**src/inc/smc_defs.svh**
```systemverilog
`ifndef SMC_DEFS_SVH
`define SMC_DEFS_SVH

// register offsets (byte addresses on the local register port)
`define SMC_ADDR_W        8
`define SMC_OFS_MODE0     8'h00
`define SMC_OFS_MODE1     8'h04
`define SMC_OFS_CTRL      8'h08
`define SMC_OFS_STAT      8'h0c

// mode register 0 fields
`define SMC_M0_NINTH      7
`define SMC_M0_CLEAR_TO_SEND_ENABLE       6
`define SMC_M0_RXE        5
`define SMC_M0_WU         4
`define SMC_M0_SM_HI      3
`define SMC_M0_SM_LO      2
`define SMC_M0_SC_HI      1
`define SMC_M0_SC_LO      0

// mode register 1 fields
`define SMC_M1_DPX_HI     6
`define SMC_M1_DPX_LO     5
`define SMC_M1_TXE        4
`define SMC_M1_INT_HI     3
`define SMC_M1_INT_LO     1

// control register fields
`define SMC_CT_CLKDIR     0
`define SMC_CT_DBUF       1
`define SMC_CT_FIFO       2

// status register fields
`define SMC_ST_CTS        0
`define SMC_ST_SCLK       1
`define SMC_ST_GAP        2
`define SMC_ST_NINTH      3

// reset values and widths
`define SMC_RST_MODE0     8'h00
`define SMC_RST_MODE1     8'h00
`define SMC_RST_CTRL      8'h00
`define SMC_REG_W         8
`define SMC_GAP_W         7

`endif

```
**src/inc/smc_pkg.sv**
```systemverilog
package smc_pkg;

  typedef enum logic [1:0] {
    SMC_MODE_IO    = 2'b00,
    SMC_MODE_UART7 = 2'b01,
    SMC_MODE_UART8 = 2'b10,
    SMC_MODE_UART9 = 2'b11
  } smc_mode_t;

  typedef enum logic [1:0] {
    SMC_CLK_TIMER  = 2'b00,
    SMC_CLK_BAUD   = 2'b01,
    SMC_CLK_SYS    = 2'b10,
    SMC_CLK_EXT    = 2'b11
  } smc_clk_src_t;

  typedef enum logic [1:0] {
    SMC_DPX_OFF    = 2'b00,
    SMC_DPX_RX     = 2'b01,
    SMC_DPX_TX     = 2'b10,
    SMC_DPX_FULL   = 2'b11
  } smc_duplex_t;

  typedef enum logic [0:0] {
    SMC_GAP_IDLE   = 1'b0,
    SMC_GAP_WAIT   = 1'b1
  } smc_gap_state_t;

  // one register port request
  typedef struct packed {
    logic [7:0]  addr;
    logic [31:0] wdata;
    logic        wr;
    logic        rd;
  } smc_regreq_t;

  // frame end report from the receive shifter
  typedef struct packed {
    logic done;
    logic ninth;
  } smc_rx_event_t;

endpackage : smc_pkg

```
**src/verilog/smc_pin_sync.sv**
```systemverilog
`timescale 1ns/1ps
`default_nettype none

// three-stage pin synchroniser; output moves only when stages two and three agree
module smc_pin_sync #(
  parameter logic RESET_LEVEL = 1'b0
) (
  input  wire logic clk_sys,  // system clock
  input  wire logic arst_n,   // async reset, active low
  input  wire logic pinIn,    // raw pin level
  output logic      level     // filtered level
);

  logic stage1;
  logic stage2;
  logic stage3;

  // stage1 feeds stage2 only, so metastability never reaches the filter
  always_ff @(posedge clk_sys or negedge arst_n) begin
    if (!arst_n) begin
      stage1 <= RESET_LEVEL;
      stage2 <= RESET_LEVEL;
      stage3 <= RESET_LEVEL;
    end else begin
      stage1 <= pinIn;
      stage2 <= stage1;
      stage3 <= stage2;
    end
  end

  // a one-cycle disagreement is ignored as a glitch
  always_ff @(posedge clk_sys or negedge arst_n) begin
    if (!arst_n) begin
      level <= RESET_LEVEL;
    end else if (stage2 == stage3) begin
      level <= stage3;
    end
  end

endmodule : smc_pin_sync

`default_nettype wire

```
**src/verilog/smc_mode_control.sv**
```systemverilog
// Behaviour
// - nine-bit mode sends ninth bit from register
// - handshake enable bit gates transmit by pin
// - handshake ignored in clocked interface mode
// - wake-up passes only frames with ninth bit
// - wake-up ignored outside nine-bit mode
// - mode field selects interface or uart width
// - uart clock source from source field
// - interface mode clock from direction bit
// - duplex field selects off, rx, tx, full
// - duplex sets fifo layout; uart only fifo
// - transmit enable gates every mode
// - interval field inserts 0..64 clock gap
// - interval only in interface clock-output mode
// - interval only with double buffer or fifo
// - direction bit drives or accepts serial clock
`timescale 1ns/1ps
`default_nettype none
`include "smc_defs.svh"

module smc_mode_control (
  input  wire logic                  clk_sys,        // system clock, 100 MHz
  input  wire logic                  arst_n,         // async reset, active low
  input  wire smc_pkg::smc_regreq_t  regReq,         // register port request
  output logic [31:0]                regRdata,       // read data, cycle after read
  input  wire logic                  ctsPin_n,       // clear-to-send pin, low = clear
  input  wire logic                  sclkPinIn,      // serial clock pin input level
  output logic                       sclkPinOut,     // serial clock pin output level
  output logic                       sclkPinOe_n,    // serial clock pin enable, low = drive
  input  wire logic                  timerTick,      // timer output pulse
  input  wire logic                  baudTick,       // baud generator pulse
  input  wire logic                  baudLevel,      // baud generator clock level
  input  wire smc_pkg::smc_rx_event_t rxEvent,       // frame end from receiver
  input  wire logic                  txCharDone,     // transmitter finished a character
  output logic                       xferClkTick,    // selected transfer clock pulse
  output smc_pkg::smc_mode_t         xferMode,       // active transfer mode
  output logic                       txNinthBit,     // ninth bit to transmit
  output logic                       txGo,           // transmitter may start
  output logic                       rxGo,           // receiver may run
  output logic                       rxIrq,          // receive interrupt pulse
  output logic [1:0]                 fifoLayout      // fifo arrangement, 00 when off
);

  logic [7:0]            mode0;
  logic [7:0]            mode1;
  logic [7:0]            ctrl;
  logic                  ctsLevel;
  logic                  sclkLevel;
  logic                  sclkPrev;
  logic                  lastNinth;
  smc_pkg::smc_gap_state_t gapState;
  logic [6:0]            gapCount;

  smc_pkg::smc_mode_t    modeSel;
  smc_pkg::smc_clk_src_t clkSrc;
  smc_pkg::smc_duplex_t  duplex;
  logic                  isIo;
  logic                  clkDirIn;
  logic                  txeBit;
  logic                  rxeBit;
  logic                  gapEnabled;
  logic                  sclkRise;
  logic                  ctsOk;
  logic                  irqPass;

  // map an interval code to a count of serial clock cycles
  function automatic logic [6:0] gap_cycles(input logic [2:0] code);
    logic [6:0] cnt;
    cnt = 7'h00;
    if (code != 3'h0) begin
      cnt = 7'(7'h01 << (code - 3'h1));
    end
    return cnt;
  endfunction : gap_cycles

  // decode of register fields; modes are shared by many processes
  assign modeSel  = smc_pkg::smc_mode_t'(mode0[`SMC_M0_SM_HI:`SMC_M0_SM_LO]);
  assign clkSrc   = smc_pkg::smc_clk_src_t'(mode0[`SMC_M0_SC_HI:`SMC_M0_SC_LO]);
  assign duplex   = smc_pkg::smc_duplex_t'(mode1[`SMC_M1_DPX_HI:`SMC_M1_DPX_LO]);
  assign isIo     = (modeSel == smc_pkg::SMC_MODE_IO);
  assign clkDirIn = ctrl[`SMC_CT_CLKDIR];
  assign txeBit   = mode1[`SMC_M1_TXE];
  assign rxeBit   = mode0[`SMC_M0_RXE];
  assign sclkRise = sclkLevel && !sclkPrev;

  // interval only in interface mode with own clock and back-to-back buffering
  assign gapEnabled = isIo && !clkDirIn
                      && (ctrl[`SMC_CT_DBUF] || ctrl[`SMC_CT_FIFO]);

  // handshake applies in uart modes only
  assign ctsOk = isIo || !mode0[`SMC_M0_CLEAR_TO_SEND_ENABLE] || !ctsLevel;

  // wake-up filter only meaningful in nine-bit mode
  assign irqPass = !(modeSel == smc_pkg::SMC_MODE_UART9 && mode0[`SMC_M0_WU])
                   || rxEvent.ninth;

  // pins from outside the clock domain
  smc_pin_sync #(
    .RESET_LEVEL (1'b1)
  ) u_cts_sync (
    .clk_sys (clk_sys),
    .arst_n  (arst_n),
    .pinIn   (ctsPin_n),
    .level   (ctsLevel)
  );

  // serial clock idles high, so the filter and edge detector reset high: no false edge
  smc_pin_sync #(
    .RESET_LEVEL (1'b1)
  ) u_sclk_sync (
    .clk_sys (clk_sys),
    .arst_n  (arst_n),
    .pinIn   (sclkPinIn),
    .level   (sclkLevel)
  );

  // register writes; only the low byte is stored, only bits 2:0 for the control register
  always_ff @(posedge clk_sys or negedge arst_n) begin
    if (!arst_n) begin
      mode0 <= `SMC_RST_MODE0;
      mode1 <= `SMC_RST_MODE1;
      ctrl  <= `SMC_RST_CTRL;
    end else if (regReq.wr) begin
      case (regReq.addr)
        `SMC_OFS_MODE0: begin
          mode0 <= regReq.wdata[7:0];
        end
        `SMC_OFS_MODE1: begin
          mode1 <= regReq.wdata[7:0];
        end
        `SMC_OFS_CTRL: begin
          ctrl  <= {5'h00, regReq.wdata[2:0]};
        end
        default: begin
        end
      endcase
    end
  end

  // register reads answer one cycle later; unmapped offsets read zero
  always_ff @(posedge clk_sys or negedge arst_n) begin
    if (!arst_n) begin
      regRdata <= 32'h0000_0000;
    end else if (regReq.rd) begin
      case (regReq.addr)
        `SMC_OFS_MODE0: regRdata <= {24'h00_0000, mode0};
        `SMC_OFS_MODE1: regRdata <= {24'h00_0000, mode1};
        `SMC_OFS_CTRL:  regRdata <= {24'h00_0000, ctrl};
        `SMC_OFS_STAT:  regRdata <= {28'h000_0000, lastNinth, (gapState == smc_pkg::SMC_GAP_WAIT),
                                     sclkLevel, ctsLevel};
        default:        regRdata <= 32'h0000_0000;
      endcase
    end else begin
      regRdata <= 32'h0000_0000;
    end
  end

  // previous serial clock level for edge detection
  always_ff @(posedge clk_sys or negedge arst_n) begin
    if (!arst_n) begin
      sclkPrev <= 1'b1;
    end else begin
      sclkPrev <= sclkLevel;
    end
  end

  // transfer clock selection
  always_ff @(posedge clk_sys or negedge arst_n) begin
    if (!arst_n) begin
      xferClkTick <= 1'b0;
    end else if (isIo) begin
      xferClkTick <= clkDirIn ? sclkRise : baudTick;
    end else begin
      case (clkSrc)
        smc_pkg::SMC_CLK_TIMER: xferClkTick <= timerTick;
        smc_pkg::SMC_CLK_BAUD:  xferClkTick <= baudTick;
        smc_pkg::SMC_CLK_SYS:   xferClkTick <= 1'b1;
        smc_pkg::SMC_CLK_EXT:   xferClkTick <= sclkRise;
        default:                xferClkTick <= 1'b0;
      endcase
    end
  end

  // serial clock pin: driven only in interface mode with direction bit low
  always_ff @(posedge clk_sys or negedge arst_n) begin
    if (!arst_n) begin
      sclkPinOut  <= 1'b1;
      sclkPinOe_n <= 1'b1;
    end else begin
      sclkPinOut  <= isIo ? baudLevel : 1'b1;
      sclkPinOe_n <= !(isIo && !clkDirIn);
    end
  end

  // gap counter between back-to-back transmissions, counted in own clock cycles
  always_ff @(posedge clk_sys or negedge arst_n) begin
    if (!arst_n) begin
      gapState <= smc_pkg::SMC_GAP_IDLE;
      gapCount <= 7'h00;
    end else begin
      case (gapState)
        smc_pkg::SMC_GAP_IDLE: begin
          if (txCharDone && gapEnabled
              && (gap_cycles(mode1[`SMC_M1_INT_HI:`SMC_M1_INT_LO]) != 7'h00)) begin
            gapState <= smc_pkg::SMC_GAP_WAIT;
            gapCount <= gap_cycles(mode1[`SMC_M1_INT_HI:`SMC_M1_INT_LO]);
          end
        end
        smc_pkg::SMC_GAP_WAIT: begin
          // leaving the clocking mode mid-gap abandons the wait
          if (!gapEnabled) begin
            gapState <= smc_pkg::SMC_GAP_IDLE;
            gapCount <= 7'h00;
          end else if (baudTick) begin
            gapCount <= gapCount - 7'h01;
            if (gapCount == 7'h01) begin
              gapState <= smc_pkg::SMC_GAP_IDLE;
            end
          end
        end
        default: begin
          gapState <= smc_pkg::SMC_GAP_IDLE;
          gapCount <= 7'h00;
        end
      endcase
    end
  end

  // transmit gate: enable, direction, handshake and gap together
  always_ff @(posedge clk_sys or negedge arst_n) begin
    if (!arst_n) begin
      txGo <= 1'b0;
    end else begin
      txGo <= txeBit
              && (!isIo || duplex[1])
              && ctsOk
              && (gapState == smc_pkg::SMC_GAP_IDLE);
    end
  end

  // receive gate; in uart modes the duplex field does not steer direction
  always_ff @(posedge clk_sys or negedge arst_n) begin
    if (!arst_n) begin
      rxGo <= 1'b0;
    end else begin
      rxGo <= rxeBit && (!isIo || duplex[0]);
    end
  end

  // receive interrupt with wake-up filtering; last ninth bit kept for status
  always_ff @(posedge clk_sys or negedge arst_n) begin
    if (!arst_n) begin
      rxIrq     <= 1'b0;
      lastNinth <= 1'b0;
    end else begin
      rxIrq <= rxEvent.done && rxeBit && irqPass;
      if (rxEvent.done) begin
        lastNinth <= rxEvent.ninth;
      end
    end
  end

  // mode, ninth bit and fifo layout outputs
  always_ff @(posedge clk_sys or negedge arst_n) begin
    if (!arst_n) begin
      xferMode   <= smc_pkg::SMC_MODE_IO;
      txNinthBit <= 1'b0;
      fifoLayout <= 2'b00;
    end else begin
      xferMode   <= modeSel;
      txNinthBit <= (modeSel == smc_pkg::SMC_MODE_UART9) && mode0[`SMC_M0_NINTH];
      fifoLayout <= ctrl[`SMC_CT_FIFO] ? duplex : 2'b00;
    end
  end

  a_ninth_bit_path: assert property (
    @(posedge clk_sys) disable iff (!arst_n)
    (regReq.wr && regReq.addr == `SMC_OFS_MODE0 && regReq.wdata[3:2] == 2'b11) ##1 !regReq.wr
    |=> txNinthBit == $past(regReq.wdata[7], 2))
    else $error("ninth bit does not follow mode register");

  a_cts_blocks_tx: assert property (
    @(posedge clk_sys) disable iff (!arst_n)
    (!isIo && mode0[`SMC_M0_CLEAR_TO_SEND_ENABLE] && ctsLevel) |=> !txGo)
    else $error("transmit allowed while not clear to send");

  a_cts_io_ignored: assert property (
    @(posedge clk_sys) disable iff (!arst_n)
    (isIo && txeBit && duplex[1] && gapState == smc_pkg::SMC_GAP_IDLE) |=> txGo)
    else $error("handshake wrongly blocks interface mode");

  a_wakeup_filter: assert property (
    @(posedge clk_sys) disable iff (!arst_n)
    (rxEvent.done && modeSel == smc_pkg::SMC_MODE_UART9 && mode0[`SMC_M0_WU] && !rxEvent.ninth)
    |=> !rxIrq)
    else $error("wake-up filter passed a frame without ninth bit");

  a_wakeup_other: assert property (
    @(posedge clk_sys) disable iff (!arst_n)
    (rxEvent.done && rxeBit && modeSel != smc_pkg::SMC_MODE_UART9) |=> rxIrq)
    else $error("receive interrupt lost outside nine-bit mode");

  a_tx_enable_gate: assert property (
    @(posedge clk_sys) disable iff (!arst_n)
    !txeBit |=> !txGo)
    else $error("transmit allowed with transmit disabled");

  a_gap_load_count: assert property (
    @(posedge clk_sys) disable iff (!arst_n)
    $rose(gapState == smc_pkg::SMC_GAP_WAIT)
    |-> (gapCount == gap_cycles($past(mode1[`SMC_M1_INT_HI:`SMC_M1_INT_LO]))) ##1 !txGo)
    else $error("gap count loaded wrongly");

  a_gap_only_io: assert property (
    @(posedge clk_sys) disable iff (!arst_n)
    (gapState == smc_pkg::SMC_GAP_IDLE && !gapEnabled) |=> gapState == smc_pkg::SMC_GAP_IDLE)
    else $error("gap inserted outside interface clock-output mode");

  a_sclk_drive: assert property (
    @(posedge clk_sys) disable iff (!arst_n)
    (isIo && !clkDirIn) ##1 (isIo && !clkDirIn) |-> !sclkPinOe_n)
    else $error("serial clock not driven in clock-output mode");

  a_upper_zero: assert property (
    @(posedge clk_sys) disable iff (!arst_n)
    regReq.rd |=> regRdata[31:8] == 24'h00_0000)
    else $error("upper register bits not zero");

endmodule : smc_mode_control

`default_nettype wire

```
**config.mk**
```make
export PLATFORM = sky130hd
export DESIGN_NAME = smc_mode_control
export DESIGN_NICKNAME = d
export VERILOG_FILES = /design/src/inc/smc_pkg.sv /design/src/verilog/smc_pin_sync.sv /design/src/verilog/smc_mode_control.sv
export VERILOG_INCLUDE_DIRS = /design/src /design/src/inc
export SDC_FILE = /design/constraint.sdc
export NUM_CORES = 1
export LEC_CHECK = 0
export ABC_AREA = 1
export BUFFER_PORTS_ARGS = -buffer_cell sky130_fd_sc_hd__buf_2
export CAP_MARGIN = 20
export CORE_MARGIN = 2
export CORE_UTILIZATION = 34
export CTS_BUF_LIST = sky130_fd_sc_hd__clkbuf_4 sky130_fd_sc_hd__clkbuf_8 sky130_fd_sc_hd__clkbuf_16
export DETAILED_ROUTE_END_ITERATION = 8
export PLACE_DENSITY = 0.6
export SETUP_SLACK_MARGIN = 0.3
export SLEW_MARGIN = 20
export SYNTH_ARGS = -nofsm -noshare
export SYNTH_HDL_FRONTEND = slang
export SYNTH_SLANG_ARGS = --single-unit
```
**constraint.sdc**
```tcl
create_clock -name clk_sys -period 3.3 [get_ports clk_sys]
set_input_delay 0.33 -clock clk_sys [delete_from_list [all_inputs] [get_ports clk_sys]]
set_output_delay 0.33 -clock clk_sys [all_outputs]
set_load 0.01 [all_outputs]
```
# ---- After elaboration in Yosys (flattened, before gate mapping)
# Cells that the tools add are included.
dict set report totals {
  output_inout_bits 43
  regBits 80
  in_bits 52
  elab_cells 94
}
dict set report op_classes {
  mux 18
  add_sub_neg 2
  n_eq_ne 12
  shift 1
  reduce_logical 35
  bitwise 1
}
# cell count
set op_table {}
lappend op_table {{two-way mux 7 bit} 5}
lappend op_table {{two-way mux 32 bit} 1}
lappend op_table {{case mux 8 bit (4 select lines)} 1}
lappend op_table {{equality test 8 x 4 -> 1 bit, second input constant} 2}
lappend op_table {{case mux 7 bit (2 select lines)} 1}
lappend op_table {{logical AND 1 bit} 13}
lappend op_table {{equality test 8 x 3 -> 1 bit, second input constant} 1}
lappend op_table {{logical NOT 8 bit} 1}
lappend op_table {{AND reduction 2 bit} 4}
lappend op_table {{equality test 7 x 1 -> 1 bit, second input constant} 1}
lappend op_table {{logical NOT 1 bit} 7}
lappend op_table {{two-way mux 1 bit} 7}
lappend op_table {{nonzero test 7 bit} 1}
lappend op_table {{left shift 1 x 3 -> 7 bit, first input constant} 1}
lappend op_table {{subtractor 7 x 1 -> 7 bit, second input constant} 1}
lappend op_table {{equality test 2 bit, second input constant} 3}
lappend op_table {{logical OR 1 bit} 6}
lappend op_table {{logical NOT 2 bit} 2}
lappend op_table {{case mux 1 bit (4 select lines)} 1}
lappend op_table {{!= test 3 bit, second input constant} 1}
lappend op_table {{nonzero test 3 bit} 1}
lappend op_table {{subtractor 3 x 1 -> 3 bit, second input constant} 1}
lappend op_table {{equality test 1 bit} 2}
lappend op_table {{equality test 2 x 1 -> 1 bit, second input constant} 1}
lappend op_table {{other kinds (4)} 4}

# ---- Depth between registers and ports, before layout
dict set report logic_depth {
  depth_word 8
  ltp_mapped 10
  depth_no_buf 10
}

# ---- Modules after synthesis
# From an unflattened synthesis, not the netlist that was laid out.
dict set report unflattened {
  cells_unflattened 322
  hier_area_um2 2810.2
}
# module seq_area_each_um2 cells_per_inst area_per_inst_um2 instances
set modules_own_cells {}
lappend modules_own_cells {smc_mode_control 1204.9 306 2567.5 1}
lappend modules_own_cells {smc_pin_sync 105.1 8 121.4 2}

# ---- Worst setup path after synthesis
# Ideal clock, no wire load.
dict set report synth_timing {
  path_type {reg-to-reg}
  from {register gapCount[0]}
  to {register gapCount[6]}
  period_less_slack_ps 1290
  path_stages_with_launch 10
  setup_time_ps 117
  t_arrival_ps 1173
  required_ps 3183
  n_path_buf 0
  slack_ps 2010
  path_cell_list {dfrtp_1 > inv_1 > ha_1 > inv_1 > nor2_1 > nand4_1 > nand3_1 > nand2_1 > nand2_1 > nand2_1}
}
dict set report synth_between {
  elab_chain_cells 4
}
# element line_no
set synth_lines {}
lappend synth_lines {{start: declaration} smc_mode_control.sv:52} ;# logic [6:0] gapCount;
lappend synth_lines {{start signal: assignment} smc_mode_control.sv:206} ;# gapCount <= gap_cycles(mode1[`SMC_M1_INT_HI:`SMC_M1_INT_LO]);
lappend synth_lines {{start signal: assignment} smc_mode_control.sv:215} ;# gapCount <= gapCount - 7'h01;
lappend synth_lines {{subtractor 7 x 1 -> 7 bit} smc_mode_control.sv:215}
lappend synth_lines {{two-way mux 7 bit} smc_mode_control.sv:214} ;# end else if (baudTick) begin
lappend synth_lines {{two-way mux 7 bit} smc_mode_control.sv:211} ;# if (!gapEnabled) begin
lappend synth_lines {{case mux 7 bit (2 select lines)} smc_mode_control.sv:201} ;# case (gapState)
# No other way between the ends. The select of a mux whose other input is x is not followed.
# A chain may end at the register's enable or synchronous reset.

# ---- Worst setup path in the final report
dict set report layout_timing {
  from {register mode0[3]}
  to {register gapCount[5]}
}
dict set report layout_between {
  elab_chain_cells 7
  elab_cells_between_ends 10
}
# element line_no
set layout_lines {}
lappend layout_lines {{start: declaration} smc_mode_control.sv:44} ;# logic [7:0] mode0;
lappend layout_lines {{start signal: assignment} smc_mode_control.sv:120} ;# mode0 <= `SMC_RST_MODE0;
lappend layout_lines {{start signal: assignment} smc_mode_control.sv:126} ;# mode0 <= regReq.wdata[7:0];
lappend layout_lines {{logical NOT 2 bit (*)} smc_mode_control.sv:80} ;# assign isIo = (modeSel == smc_pkg::SMC_MODE_IO);
lappend layout_lines {{logical AND 1 bit (*) (2 in series)} smc_mode_control.sv:87} ;# assign gapEnabled = isIo && !clkDirIn
lappend layout_lines {{logical AND 1 bit (2 in series)} smc_mode_control.sv:203} ;# if (txCharDone && gapEnabled
lappend layout_lines {{!= test 2 bit (no line)} n/a}
lappend layout_lines {{AND reduction 2 bit (no line)} n/a}
# Mark *: on every way between the ends. The rest lies on a longest branch, timed or not.

==> impl_results.md <==
* Status: finished clean
* Via-to-Cell Ratio at 4.450
* GP Congestion at 0.8727
* Overall overflow remaining after global route at 0
* Number of global-route vias before repair at 2080
* Site Rows at 33
* Area enclosed by the die boundary at 0.009035 mm^2
* EDFF count, synth at 0
* Hold bufs inserted after CTS at 0
* Number of port buffers at 46
* Root Buffer Master: clkbuf_8
* Clock transition at the registers of the reported paths at 0.10 ns
* Number of antenna violations at the first check in global routing at 0
* Number of non-filler instances in the completed layout at 478
* Number of iterations in the first detailed-routing pass at 4
* Setup crit end kind: flip-flop
* Instance count after placement with tap cells included at 470
* Insertion delay to the later sink of the worst-skew pair at 0.31 ns
* Worst-case clock skew at 0.006814 ns
* Share of flip-flops with an asynchronous set or reset after synthesis at 100.0%
* Setup WS post-layout at 1.776 ns
* Mean cell area of the mapped netlist at 8.755 um^2
* Total clock buffers created by CTS at 5
* Number of hold violations in the final report at 0
* Library cells used by synthesis at 31
* Top cells by area in the synthesized netlist: dfrtp_1 40%, nand2_1 11%, dfstp_2 10%
* Total negative setup slack at 0 ns
* Register-to-Register Path Depth at 6
* Area share of the largest cell type after synthesis at 39.95%
* Total via count in the routed design at 2127
* Number of sinks on the clock net at 56
* Antenna diodes at 0
* Final antenna-violating net count at 0
* Number of top-level pins at 95
* # DRC at 0
* Worst setup timing slack at the placement stage at 1.720 ns
* Layout Area Growth over Synthesis at 12.03%
* Sum of internal, switching and leakage power at 1.251 mW
* Global-route wire length before repair at 9.811 mm
* Most numerous cell types in the synthesized netlist: 84 x nand2_1, 45 x dfrtp_1, 37 x inv_1, 33 x nand3_1, 24 x buf_4
* Half-perimeter wire length after placement at 4.333 mm
* Total setup violations reported at the end of the flow at 0
* Area used by sequential logic in the layout at 0.001415 mm^2
* Number of design-rule violations left by the first detailed-router iteration at 111
* Minimum period implied by the final worst setup slack at 1.524 ns
* Max-slew violations at 0
* Proportion of layout cells with a drive suffix above 1 at 26.81%
* Prevailing post-synth register cell: dfrtp_1
* Vertical die dimension at 95.06 um
* Slew headroom at 52.15%
* Die X-Extent at 95.06 um
* CTS H-Tree Depth at 2
* Fmax at 0.6560 GHz
* WS Path Type: reg2reg
* Setup repair after global routing missed its margin: no
* Critical path startpoint category: flip-flop
* Power density relative to cell area at 396.1 mW/mm^2
* Period utilisation layout at 46.19%
* Most used cell, CP: nand2_1
* R2r setup slk at 1.78 ns
* End of the worst register-to-register path: gapCount[5]
* Yosys warning total at 0
* Hold Crit Class: in2async
* Area of the core region at 0.008134 mm^2
* Stage delay of the slowest cell on the critical path at 0.48 ns
* Wirelength, routed at 5.588 mm
* Clock tree buffer depth at 2
* Average wire per standard cell at 11.69 um
* Synthesized netlist cell count at 322
* TritonCTS clock tree: built
* Critical-path top delay cell: dfrtp_1
* Cell type with the largest total area after synthesis: dfrtp_1
* Worst-path cell chain: nor2_2, nand3_4, o21ai_4, nand2_4, nand2_1, nand2_1
* Pin count of the biggest net entering global routing at 35
* Setup Fix Bufs, Post-CTS at 0
* Number of inserted filler cells in the final layout at 875
* Slew of the pin with the lowest slew margin at 0.7178 ns
* Post-Syn Area at 0.002819 mm^2
* Static Leakage at 1.708 nW
* Post-synthesis sequential area ratio at 50.20%
* Tot GR Track Use at 13.99%
* Highest net fanout along the worst path at 8
* Max cap viols at 0
* Worst path required time at 3.51 ns
* Max IR drop VDD at 0.1528 mV
* Data arrival at the endpoint of the critical path at 1.74 ns
* Initial Util at 34.66%
* Area taken by multi-input logic gates at 0.001136 mm^2
* Post-cts sizing count at 0
* NumNets Final at 426
* Flip-flop and latch count after synthesis at 56
* Most frequent cell after synthesis: nand2_1
* RR Startpoint: mode0[3]
## metrics by stage
stage	utilization, %	hold WS (ns)	instance area [um^2]
after CTS	38.82	0.08086	3158
after global placement	37.70	0.3461	3067
after global routing	38.82	0.08477	3158
final	38.82	0.05563	3158
after detailed placement	37.70	0.3472	3067
after floorplan	-	0.03441	2905
## power by group
group / switching [mW] / total (mW) / internal, mW
registers: 0.0223 / 0.742 / 0.720
clock network: 0.232 / 0.385 / 0.153
logic: 0.0830 / 0.124 / 0.0408
total: 0.337 / 1.25 / 0.914
## logic make-up after synthesis
logic type	count (synthesis)	synth area share [%]
AO/OA/AOI/OAI	37	9.499
adder cells (fa/ha/maj)	4	1.598
buffers and inverters	66	12.56
flip-flops	56	50.20
multiplexers	1	0.3994
other	1	0.1330
AND/OR/NAND/NOR	157	25.61
## area by class of cell
| cell class | count | share of cell area [%] |
|---|---|---|
| Tap cell | 105 | 4.160 |
| Inverter | 39 | 4.635 |
| Sequential cell | 56 | 44.81 |
| Multi-Input combinational cell | 223 | 35.97 |
| Clock inverter | 3 | 0.7132 |
| Clock buffer | 5 | 2.179 |
| Timing Repair Buffer | 47 | 7.528 |
## worst max path at each step
stage	startpoint	endpoint	slack, ns	depth (start not counted)
finish	mode0[3]	gapCount[5]	1.78	6
global route	gapCount[0]	gapCount[6]	1.59	9
CTS	mode0[3]	gapCount[3]	1.75	6
detailed placement	regReq[35]	mode1[1]	1.72	7
global placement	regReq[35]	mode1[0]	1.74	7
floorplan	gapCount[0]	gapCount[6]	2.01	9
## cells in the final DEF (no fill, tap or decap), types with 3 or more instances in the layout
master and instances:
nand4_1 3, dfrtp_1 45, dfstp_2 11, nand2_1 84
buf_2 46, nor2_4 3, clkbuf_8 5, a21oi_1 7
inv_1 37, o21ai_0 9, nand2_2 5, nand3_1 33
conb_1 24, o21ai_2 16, nor2_1 22
## per-layer routing
layer / vias up / wire (um) / track usage, %
li1: 1075 / - / -
met1: 972 / 2619 / 19.31
met2: 67 / 2590 / 21.75
met3: 13 / 246 / 2.530
met4: 0 / 132 / 5.797
met5: - / 0 / 0
## critical path, delay by kind of cell (launching register included)
family	cells	cell delay (ns)
AOI/OAI and AO/OA	1	0.28
DFF	1	0.48
and+or+nand+nor	5	0.66
## flip-flops by register name (all words and copies together) (netlist names), 2 cells and up
register / cells
fifoLayout: 2
mode0: 8
regRdata: 8
mode1: 8
xferMode: 2
gapCount: 7
ctrl: 3
Power figures use the tool's default switching activity.
